## src/darb_pkg.sv

```systemverilog
package darb_pkg;

   // ----------------------------------------------------------------------
   // register offsets
   // ----------------------------------------------------------------------
   localparam logic [5:0] OFS_LIMIT_FAIL_FLAGS   = 6'h23; // limit-fail flags
   localparam logic [5:0] OFS_EXT_INPUT0_RESULT  = 6'h24; // input zero result
   localparam logic [5:0] OFS_EXT_INPUT1_RESULT  = 6'h25; // input one result
   localparam logic [5:0] OFS_DIE_TEMP_RESULT    = 6'h26; // temperature result
   localparam logic [5:0] OFS_SELF_DIAG_RESULT   = 6'h27; // self-diag mux result
   localparam logic [5:0] OFS_COMP_OFFSET        = 6'h28; // measured offset
   localparam logic [5:0] OFS_APPLIED_DAC_CODE   = 6'h2C; // applied dac code
   localparam logic [5:0] OFS_RAW_CONV_WORD      = 6'h2D; // raw conversion word
   localparam logic [5:0] OFS_OVERRIDE_CTRL      = 6'h2E; // override control
   localparam logic [5:0] OFS_THRESH_LO_BASE     = 6'h30; // low limits, 8 words
   localparam logic [5:0] OFS_THRESH_HI_BASE     = 6'h38; // high limits, 8 words

   // ----------------------------------------------------------------------
   // field positions and reset values
   // ----------------------------------------------------------------------
   localparam int         BIT_RESULT_OVR_EN   = 15; // result override enable
   localparam int         BIT_OFFSET_OVR_EN   = 14; // offset override enable
   localparam int         BIT_GND_SAMPLE_DIS  = 13; // ground sample disable
   localparam int         FLAG_LSB            = 1;  // lowest flag bit (input zero)
   localparam logic [15:0] RST_REG            = 16'h0000; // common reset value
   localparam logic [11:0] RST_HI_LIMIT       = 12'hFFF;  // high limit reset
   localparam logic [11:0] RST_LO_LIMIT       = 12'h000;  // low limit reset

   // ----------------------------------------------------------------------
   // diagnostic sources, in flag order from bit 1
   // ----------------------------------------------------------------------
   typedef enum logic [2:0] {
      SRC_INPUT_ZERO,
      SRC_INPUT_ONE,
      SRC_TEMPERATURE,
      SRC_REFERENCE,
      SRC_PAD_SUPPLY,
      SRC_CORE_SUPPLY,
      SRC_ZERO_TC_NODE,
      SRC_VOLTAGE_OUTPUT
   } darb_src_e;

   // one finished conversion from the analog core
   typedef struct packed {
      logic        valid; // conversion done strobe
      darb_src_e   src;   // source converted
      logic [11:0] raw;   // raw sar word
   } darb_conv_s;

   // override control fields
   typedef struct packed {
      logic        result_override_enable;
      logic        offset_override_enable;
      logic        ground_sample_disable;
      logic [11:0] data;
   } darb_ovr_s;

endpackage : darb_pkg

```

## src/darb_top.sv

```systemverilog
// The address-and-strobe port was chosen for this implementation.
`timescale 1ns/10ps
// Operation
// - one limit-fail flag per diagnostic source
// - input zero result, twelve bits, upper zero
// - input one result held twelve bits
// - temperature result held twelve bits
// - self-diag mux result held twelve bits
// - report measured offset, correct results with it
// - offset override uses bypass data field
// - report applied dac code, sixteen bits
// - raw word published uncorrected, unaffected by bypass
// - result override substitutes bypass data
// - substituted value stored and limit-checked
// - both enabled: offset wins, result override off
// - ground sampling on unless disable bit set
// - fault flag follows limit comparison
module darb_top #(
   parameter int DAC_W = 16 // dac code width
) (
   input  wire logic               sys_clk_i,        // 25 mhz clock
   input  wire logic               rst_i,            // sync reset, high
   input  wire logic [5:0]         reg_addr_i,       // register index
   input  wire logic [15:0]        reg_wdata_i,      // write data
   input  wire logic               reg_wr_i,         // write strobe
   input  wire logic               reg_rd_i,         // read strobe
   output logic [15:0]             reg_rdata_o,      // read data, next cycle
   input  wire darb_pkg::darb_conv_s conv_i,         // conversion from sar
   input  wire logic [11:0]        meas_offset_i,    // measured comparator offset
   input  wire logic               meas_offset_vld_i,// offset measurement done
   input  wire logic [DAC_W-1:0]   dac_applied_i,    // code driven to analog
   output logic                    gnd_sample_en_o   // sample ground between steps
);

   // ----------------------------------------------------------------------
   // state
   // ----------------------------------------------------------------------
   typedef struct packed {
      logic [15:0]      rdata;      // read data register
      logic [8:1]       flags;      // limit-fail flags
      logic [7:0][11:0] result;     // per-source results
      logic [11:0]      offset;     // measured offset
      logic [DAC_W-1:0] dac;        // applied dac code
      logic [11:0]      raw;        // last raw word
      darb_pkg::darb_ovr_s ovr;     // override control
      logic [7:0][11:0] lo_lim;     // low thresholds
      logic [7:0][11:0] hi_lim;     // high thresholds
      logic             gnd_en;     // ground sample enable
      logic [11:0]      sd_last;    // last self-diag mux result
   } darb_state_s;

   darb_state_s st;       // registered state
   darb_state_s next_st;  // next state

   // ----------------------------------------------------------------------
   // helpers
   // ----------------------------------------------------------------------
   // saturating signed correction of a raw word
   function automatic logic [11:0] darb_correct(input logic [11:0] raw,
                                                input logic [11:0] ofs);
      logic signed [13:0] sum;
      sum = $signed({2'b00, raw}) - $signed({{2{ofs[11]}}, ofs});
      if (sum < 0) begin
         return 12'h000;
      end else if (sum > 14'sd4095) begin
         return 12'hFFF;
      end else begin
         return sum[11:0];
      end
   endfunction : darb_correct

   // pad a 12-bit value into a 16-bit read word
   function automatic logic [15:0] darb_pad12(input logic [11:0] v);
      return {4'h0, v};
   endfunction : darb_pad12

   // ----------------------------------------------------------------------
   // next-state logic
   // ----------------------------------------------------------------------
   logic        ofs_win;   // offset override in force
   logic        res_win;   // result override in force
   logic [11:0] use_ofs;   // offset applied to correction
   logic [11:0] value;     // value stored for this conversion
   logic [2:0]  idx;       // source index
   logic [2:0]  aidx;      // threshold index from address

   always_comb begin
      next_st  = st;
      idx      = conv_i.src;
      aidx     = reg_addr_i[2:0];
      ofs_win  = st.ovr.offset_override_enable;
      res_win  = st.ovr.result_override_enable & ~st.ovr.offset_override_enable;
      use_ofs  = ofs_win ? st.ovr.data : st.offset;
      value    = res_win ? st.ovr.data : darb_correct(conv_i.raw, use_ofs);

      if (meas_offset_vld_i) begin
         next_st.offset = meas_offset_i;
      end
      next_st.dac = dac_applied_i;

      if (conv_i.valid) begin
         next_st.raw = conv_i.raw;
         next_st.result[idx] = value;
         // sources 3..7 share the self-diag mux result
         if (idx >= 3'h3) begin
            next_st.sd_last = value;
         end
         next_st.flags[4'(idx) + 4'(darb_pkg::FLAG_LSB)] =
            (value < st.lo_lim[idx]) | (value > st.hi_lim[idx]);
      end

      next_st.gnd_en = ~st.ovr.ground_sample_disable;

      // register writes; read-only targets ignored
      if (reg_wr_i) begin
         if (reg_addr_i == darb_pkg::OFS_OVERRIDE_CTRL) begin
            next_st.ovr.result_override_enable =
               reg_wdata_i[darb_pkg::BIT_RESULT_OVR_EN];
            next_st.ovr.offset_override_enable =
               reg_wdata_i[darb_pkg::BIT_OFFSET_OVR_EN];
            next_st.ovr.ground_sample_disable =
               reg_wdata_i[darb_pkg::BIT_GND_SAMPLE_DIS];
            next_st.ovr.data = reg_wdata_i[11:0];
         end else if (reg_addr_i[5:3] == darb_pkg::OFS_THRESH_LO_BASE[5:3]) begin
            next_st.lo_lim[aidx] = reg_wdata_i[11:0];
         end else if (reg_addr_i[5:3] == darb_pkg::OFS_THRESH_HI_BASE[5:3]) begin
            next_st.hi_lim[aidx] = reg_wdata_i[11:0];
         end
      end

      // read mux, one cycle later
      next_st.rdata = darb_pkg::RST_REG;
      if (reg_rd_i) begin
         case (reg_addr_i)
            darb_pkg::OFS_LIMIT_FAIL_FLAGS:  next_st.rdata = {7'h00, st.flags, 1'b0};
            darb_pkg::OFS_EXT_INPUT0_RESULT: next_st.rdata = darb_pad12(st.result[0]);
            darb_pkg::OFS_EXT_INPUT1_RESULT: next_st.rdata = darb_pad12(st.result[1]);
            darb_pkg::OFS_DIE_TEMP_RESULT:   next_st.rdata = darb_pad12(st.result[2]);
            darb_pkg::OFS_SELF_DIAG_RESULT:  next_st.rdata = darb_pad12(st.sd_last);
            darb_pkg::OFS_COMP_OFFSET:       next_st.rdata = darb_pad12(st.offset);
            darb_pkg::OFS_APPLIED_DAC_CODE:  next_st.rdata = 16'(st.dac);
            darb_pkg::OFS_RAW_CONV_WORD:     next_st.rdata = darb_pad12(st.raw);
            darb_pkg::OFS_OVERRIDE_CTRL: begin
               // readback shows result override forced low under priority
               next_st.rdata = {res_win, st.ovr.offset_override_enable,
                                st.ovr.ground_sample_disable, 1'b0, st.ovr.data};
            end
            default: begin
               if (reg_addr_i[5:3] == darb_pkg::OFS_THRESH_LO_BASE[5:3]) begin
                  next_st.rdata = darb_pad12(st.lo_lim[aidx]);
               end else if (reg_addr_i[5:3] == darb_pkg::OFS_THRESH_HI_BASE[5:3]) begin
                  next_st.rdata = darb_pad12(st.hi_lim[aidx]);
               end
            end
         endcase
      end
   end

   // ----------------------------------------------------------------------
   // state register
   // ----------------------------------------------------------------------
   always_ff @(posedge sys_clk_i) begin
      if (rst_i) begin
         st        <= '0;
         st.hi_lim <= {8{darb_pkg::RST_HI_LIMIT}};
         st.lo_lim <= {8{darb_pkg::RST_LO_LIMIT}};
         st.gnd_en <= 1'b1;
      end else begin
         st <= next_st;
      end
   end

   assign reg_rdata_o     = st.rdata;
   assign gnd_sample_en_o = st.gnd_en;

endmodule : darb_top

```

## config.mk

```make
export PLATFORM = sky130hd
export DESIGN_NAME = darb_top
export DESIGN_NICKNAME = d
export VERILOG_FILES = /design/src/darb_pkg.sv /design/src/darb_top.sv
export SDC_FILE = /design/constraint.sdc
export NUM_CORES = 1
export LEC_CHECK = 0
export BUFFER_PORTS_ARGS = -buffer_cell sky130_fd_sc_hd__buf_4
export CAP_MARGIN = 20
export CORE_UTILIZATION = 52
export CTS_CLUSTER_SIZE = 30
export DETAILED_ROUTE_END_ITERATION = 8
export PLACE_DENSITY = 0.74
export SYNTH_ARGS = -nofsm -noshare
export SYNTH_HDL_FRONTEND = slang
export SYNTH_SLANG_ARGS = --single-unit
```

## constraint.sdc

```tcl
create_clock -name sys_clk_i -period 7.1 [get_ports sys_clk_i]
set_clock_uncertainty 0.2 [all_clocks]
set_input_delay 1.065 -clock sys_clk_i [delete_from_list [all_inputs] [get_ports sys_clk_i]]
set_output_delay 1.065 -clock sys_clk_i [all_outputs]
set_load 0.005 [all_outputs]
```

# ---- Word-level counts from Yosys, hierarchy flattened
# Cells that the tools add are included.
dict set report word_totals {
  register_bits 380
  mem_count 0
  latch_bits 0
  output_inout_bits 17
  rom_bits 0
  ramBits 0
}
dict set report classes {
  bitwise_logic 7
  n_shift 0
  n_eq_ne 11
  mux 25
  n_lt_le_gt_ge 11
  add_sub_neg 2
  n_reduce_logical 8
  n_div 0
  mul 0
}
# operator count
set op_table {}
lappend op_table {{$bwmux W96} 3}
lappend op_table {{$bmux W12 S3} 4}
lappend op_table {{$mux W12} 12}
lappend op_table {{$pmux W16 S9} 1}
lappend op_table {{$demux W12 S3} 2}
lappend op_table {{$eq A6 B6 Y1 const B} 9}
lappend op_table {{$gt A14 B13 Y1 const B} 1}
lappend op_table {{$lt A14 B1 Y1 const B} 1}
lappend op_table {{$sub A13 B12 Y14} 1}
lappend op_table {{$gt A12 B12 Y1} 1}
lappend op_table {{$lt A12 B12 Y1} 1}
lappend op_table {{$bwmux W8} 1}
lappend op_table {{$lt A3 B4 Y1 const B} 2}
lappend op_table {{$eq A3 B3 Y1 const B} 2}
lappend op_table {{$ge A3 B1 Y1 const B} 2}
lappend op_table {{$lt A4 B5 Y1 const B} 1}
lappend op_table {{$not A1 Y1} 5}
lappend op_table {{$add A3 B1 Y4 const B} 1}
lappend op_table {{$demux W1 S4} 1}
lappend op_table {{$ge A4 B1 Y1 const B} 1}
lappend op_table {{$reduce_and A2 Y1} 2}
lappend op_table {{$reduce_and A4 Y1} 1}
lappend op_table {{$ge A3 B2 Y1 const B} 1}
lappend op_table {{$logic_and A1 B1 Y1} 3}
lappend op_table {{other kinds (5)} 5}

# ---- Depth between registers and ports, before layout
dict set report logic_depth {
  ltp_word 9
  depth_mapped 21
  ltp_nobuf 19
}

# ---- Worst setup path before layout
# OpenSTA, ideal clock, no wires.
dict set report synth_path {
  path_kind {input -> register}
  startpoint {input port conv_i[0] (netlist name)}
  endpoint {register st[363] (netlist name)}
  setup_slack_ns 1.896
  path_stages 20
  n_path_buf 1
  setup_time_ns 0.079
  arrival_ns 4.924
  path_cell_list {inv_1 -> ha_1 -> inv_1 -> fa_1 -> a211oi_1 -> o211ai_1 -> a311oi_1 -> o31ai_2 -> and4_1 -> o21bai_1 -> buf_2 -> nand2_1 -> ha_1 -> a21o_1 -> a21o_1 -> a221oi_1 -> o21ai_0 -> a21oi_1 -> nand2_1 -> o211ai_1}
}
dict set report synth_between {
  elab_chain_cells 8
}
# item line_no
set synth_lines {}
lappend synth_lines {{start: declaration} darb_top.sv:28} ;# input wire darb_pkg::darb_conv_s conv_i,
lappend synth_lines {{$sub A13 B12 Y14 (*)} darb_top.sv:62} ;# sum = $signed({2'b00, raw}) - $signed({{2{ofs[11]}}, ofs});
lappend synth_lines {{$gt A14 B13 Y1} darb_top.sv:65} ;# end else if (sum > 14'sd4095) begin
lappend synth_lines {{$mux W12} darb_top.sv:65}
lappend synth_lines {{$mux W12 (*)} darb_top.sv:63} ;# if (sum < 0) begin
lappend synth_lines {{$mux W12 (*)} darb_top.sv:94} ;# value = res_win ? st.ovr.data : darb_correct(conv_i.raw, use_ofs);
lappend synth_lines {{via value[2]} darb_top.sv:83} ;# logic [11:0] value;
lappend synth_lines {{$lt A12 B12 Y1 / $gt A12 B12 Y1 (equally long branches)} darb_top.sv:109} ;# (value < st.lo_lim[idx]) | (value > st.hi_lim[idx]);
lappend synth_lines {{$or A1 B1 Y1 (*)} darb_top.sv:109}
lappend synth_lines {{$bwmux W8 (*)} darb_top.sv:108} ;# next_st.flags[4'(idx) + 4'(darb_pkg::FLAG_LSB)] =
lappend synth_lines {{end signal: assignment} darb_top.sv:169} ;# st <= next_st;
lappend synth_lines {{end: declaration} darb_top.sv:52} ;# darb_state_s st;
# The timed path passes the listed nets; every way through them passes the cells marked *.
# A chain may end at the register's enable or synchronous reset.

# ---- Final worst setup path
dict set report layout_path {
  startpoint {register st (netlist bit ofs_win)}
  endpoint {register st[359] (netlist name)}
}
dict set report layout_between {
  elab_chain_cells 9
}
# item line_no
set layout_lines {}
lappend layout_lines {{$mux W12} darb_top.sv:93} ;# use_ofs = ofs_win ? st.ovr.data : st.offset;
lappend layout_lines {{$sub A13 B12 Y14} darb_top.sv:62}
lappend layout_lines {{$gt A14 B13 Y1} darb_top.sv:65}
lappend layout_lines {{$mux W12} darb_top.sv:65}
lappend layout_lines {{$mux W12} darb_top.sv:63}
lappend layout_lines {{$mux W12 (*)} darb_top.sv:94}
lappend layout_lines {{via value[8]} darb_top.sv:83}
lappend layout_lines {{$lt A12 B12 Y1 / $gt A12 B12 Y1 (equally long branches)} darb_top.sv:109}
lappend layout_lines {{$or A1 B1 Y1 (*)} darb_top.sv:109}
lappend layout_lines {{$bwmux W8 (*)} darb_top.sv:108}
# Marked as above.

==> summary.txt <==
Run status
  • Status: complete, no violations

Routing
  • Drt via density: 6.42
  • Number of antenna-violating nets in the routed design: 0
  • DRT Wirelength: 47800 um
  • Drt drc: 0
  • DR pass1 iterations: 7
  • Drt wl/cell: between 20 and 25 um
  • Via Count: about 13k
  • First DRT Iteration DRCs: 1491

Hold path
  • Hold Crit Class: reg -> reg
  • Hold Path Depth: 2
  • Hold wc startpoint: st[244]$_SDFF_PP0_
  • Hold Path Sink: reg_rdata_o[12]$_SDFF_PP0_

Synth
  • Number of warnings issued by yosys: 0
  • Synthesized area per cell: 10.0 um2
  • Post-synth EDFFs: 0
  • Ranking of synthesized cells by area: dfxtp_1 39%, mux4_2 13%, mux2i_1 9.3%
  • Yosys cell types: 64
  • Share of the synthesized area in the top cell type: around two fifths
  • Post-synthesis sequential area ratio: 38.8%
  • #FFs+latches synth: between 300 and 400
  • Yosys top cell by area: dfxtp_1
  • Synth Instances: roughly 1.7k
  • Syn Nets: 1761
  • Primary FF master, synth: dfxtp_1
  • Mapped cell area: 16500 um2
  • Async S/R FF share, synth: 0%

Setup path
  • Critical path data arrival time: approximately 6000 ps
  • Buffers & Inverters on Critical Path: 2
  • WS Path Type: reg -> reg
  • CP cell instances: buf_4, mux2_2, ha_1, inv_1, fa_1, a211oi_1, o211ai_1, a311oi_1, o31ai_2, and4_1, o31ai_2, nand2_1, ha_1, a21o_1, a21o_1, a221oi_1, o21ai_0, a21oi_1, o2111ai_1, o211ai_1
  • Cell class contributing the biggest share of worst-path delay: compound AO/OA/AOI/OAI gates
  • WP data required: 7320 ps
  • Crit end category: register
  • RR Endpoint: st[359]$_SDFFE_PP0P_
  • Reg2reg start: ofs_win$_SDFFE_PP0P_
  • Crit path max-delay cell type: a21oi_1
  • Startpoint Class: register
  • Worst Reg-to-Reg Cells: 20
  • Biggest cell delay along the critical path: 710 ps
  • R2R Setup Slk: 1230 ps
  • Crit Path Max Fanout: 12

Floorplan
  • Die Area: 32500 um2
  • Die Y: 180 um
  • # rows: 64
  • I/O Pins: 88
  • Chip Width: 180 um
  • Core box area: 30900 um2
  • Initial Util: between 50% and 60%

Timing
  • Final hold vios: 0
  • Slew @ Worst Pin: 1190 ps
  • Tcrit/Tclk final: 82.7%
  • Setup_tns: 0 ps
  • Hold_ws: between 200 and 250 ps
  • Final worst-path setup slack: 1230 ps
  • Fmax: about 0.17 GHz
  • Fin crit period: 5870 ps
  • RSZ-0062 raised after global routing: no
  • Final setup viols: 0
  • Slew headroom: 20.6%
  • Slew Limit Fails: 0

Pwr
  • Peak VDD IR: 157 uV
  • Tot Pwr: 4210 uW
  • PwrDens: 229 nW/um2
  • Leakage: 0.00656 uW

Clock network
  • Worst skew pair latency: 510 ps
  • H-tree Lvls: 2
  • Cts hold-fix bufs: 0
  • CTS Buf Count: 36
  • Setup Fix Bufs, Post-CTS: 0
  • CTS tree: yes
  • # clock sinks: 320
  • CTS root buf: clkbuf_16
  • Post-cts sizing count: 0
  • Clock transition at path regs: 60 ps
  • CTS max path bufs: 3

Final layout
  • ANT cells: 0
  • Nets@finish: 1746
  • Area Overhead vs Synth: 11.1%
  • Layout cells sized above 1: ~18%
  • Fin cells: 2057

Place
  • Detailed placement HPWL: 30900 um
  • Placed insts: 1990
  • Final GP Congestion: approximately 0.94
  • Setup WS pre-CTS: 1030 ps
  • I/O Buffers: 86

Global route
  • Vias in the first global route: ~13k
  • GRT overflow: 0
  • Initial antenna violation count: 0
  • Largest net degree at the start of global routing: 235
  • First-pass GRT wire length: about 74000 um
  • Total GRT Usage: slightly below 30%

Flow run
  • Max Cap Violations: 0
-- cells in the mapped netlist (all sizes together), types with 10 or more instances --
| library cell | n |
|---|---|
| or2 | 10 |
| a21o | 10 |
| buf | 83 |
| a21oi | 69 |
| ha | 38 |
| inv | 17 |
| a211o | 84 |
| nand3 | 12 |
| a221oi | 17 |
| a311oi | 45 |
| a22oi | 28 |
| dfxtp | 320 |
| mux2i | 153 |
| nor2 | 187 |
| nand2 | 140 |
| nor2b | 105 |
| nand3b | 16 |
| clkbuf | 85 |
| o21ai | 14 |
| o22a | 11 |
| mux4 | 96 |
-- tightest hold or removal path, cell delays in order (launching register included) --
cell and delay, ps:
dfxtp_1 310, nand2_1 50, nor2_1 30
-- cell usage in the layout, fill, tap and decap left out, types with 11 or more instances in the layout --
cell	netlist	layout
dfxtp_1	320	320
nor2_1	183	183
mux2i_1	153	153
nand2_1	140	140
buf_4	20	111
nor2b_1	105	105
mux4_2	96	96
a211o_1	84	84
a21oi_1	69	69
a311oi_1	45	45
ha_1	38	38
clkbuf_16	0	37
a22oi_1	20	20
inv_1	16	16
nand3b_1	16	16
a221oi_1	16	16
o21ai_0	13	13
nand3_1	12	12
o22a_1	11	11
clkbuf_8	0	11
-- sequential cells by signal, summed over array words and instances, names as in the netlist --
| register | count |
|---|---|
| st | 302 |
| gnd_sample_en_o | 1 |
| ofs_win | 1 |
| reg_rdata_o | 16 |
-- report_power, final --
group	switching, uW	total (uW)	internal, uW
Clock	723	1850	1130
Combinational	316	500	184
Sequential	24.6	1860	1830
Total	1060	4210	3150
-- worst max path at each step --
stage                                 to  cells past startpoint  slack (ps)            startpoint
CTS                 st[359]$_SDFFE_PP0P_                     20        1330  ofs_win$_SDFFE_PP0P_
global route        st[363]$_SDFFE_PP0P_                     20         920  ofs_win$_SDFFE_PP0P_
detailed placement  st[359]$_SDFFE_PP0P_                     20        1030             conv_i[0]
floorplan           st[363]$_SDFFE_PP0P_                     20        1900             conv_i[0]
finish              st[359]$_SDFFE_PP0P_                     20        1230  ofs_win$_SDFFE_PP0P_
global placement    st[363]$_SDFFE_PP0P_                     20        1150             conv_i[0]
-- layer usage --
metal	vias up	track usage, %	routed length (um)
li1	6027	-	-
met1	6457	38.0	19600
met2	601	48.4	22700
met3	127	4.22	3470
met4	0	12.3	1970
met5	-	0	0
-- metrics by stage --
| step | utilization, % | cell area (um2) |
|---|---|---|
| after floorplan | - | 16500 |
| after global placement | 55.5 | 17100 |
| after detailed placement | 55.5 | 17100 |
| after CTS | 59.3 | 18300 |
| after global routing | 59.4 | 18400 |
| final | 59.4 | 18400 |
-- cells by family (layout without fill, tap and decap cells) --
| kind of cell | Yosys count | count (layout) | share of synthesized area [%] |
|---|---|---|---|
| and+or+nand+nor | 506 | 506 | 14.3 |
| AOI/OAI and AO/OA | 342 | 342 | 16.1 |
| DFF | 320 | 320 | 38.8 |
| muxes | 251 | 251 | 22.5 |
| buffers and inverters | 185 | 195 | 4.92 |
| adders and majority gates | 39 | 39 | 3.00 |
| xor gates and xnor gates | 8 | 8 | 0.424 |
-- layout make-up --
| class | count | area, um2 |
|---|---|---|
| tap | 396 | 495 |
| clock inverter | 7 | 85.1 |
| fill | 2562 | 12500 |
| timing repair buffer | 115 | 893 |
| inverter | 17 | 63.8 |
| sequential | 320 | 6410 |
| clock buffer | 56 | 1100 |
| multi-input combinational | 1146 | 9330 |
(Power assumes the default switching activity.)
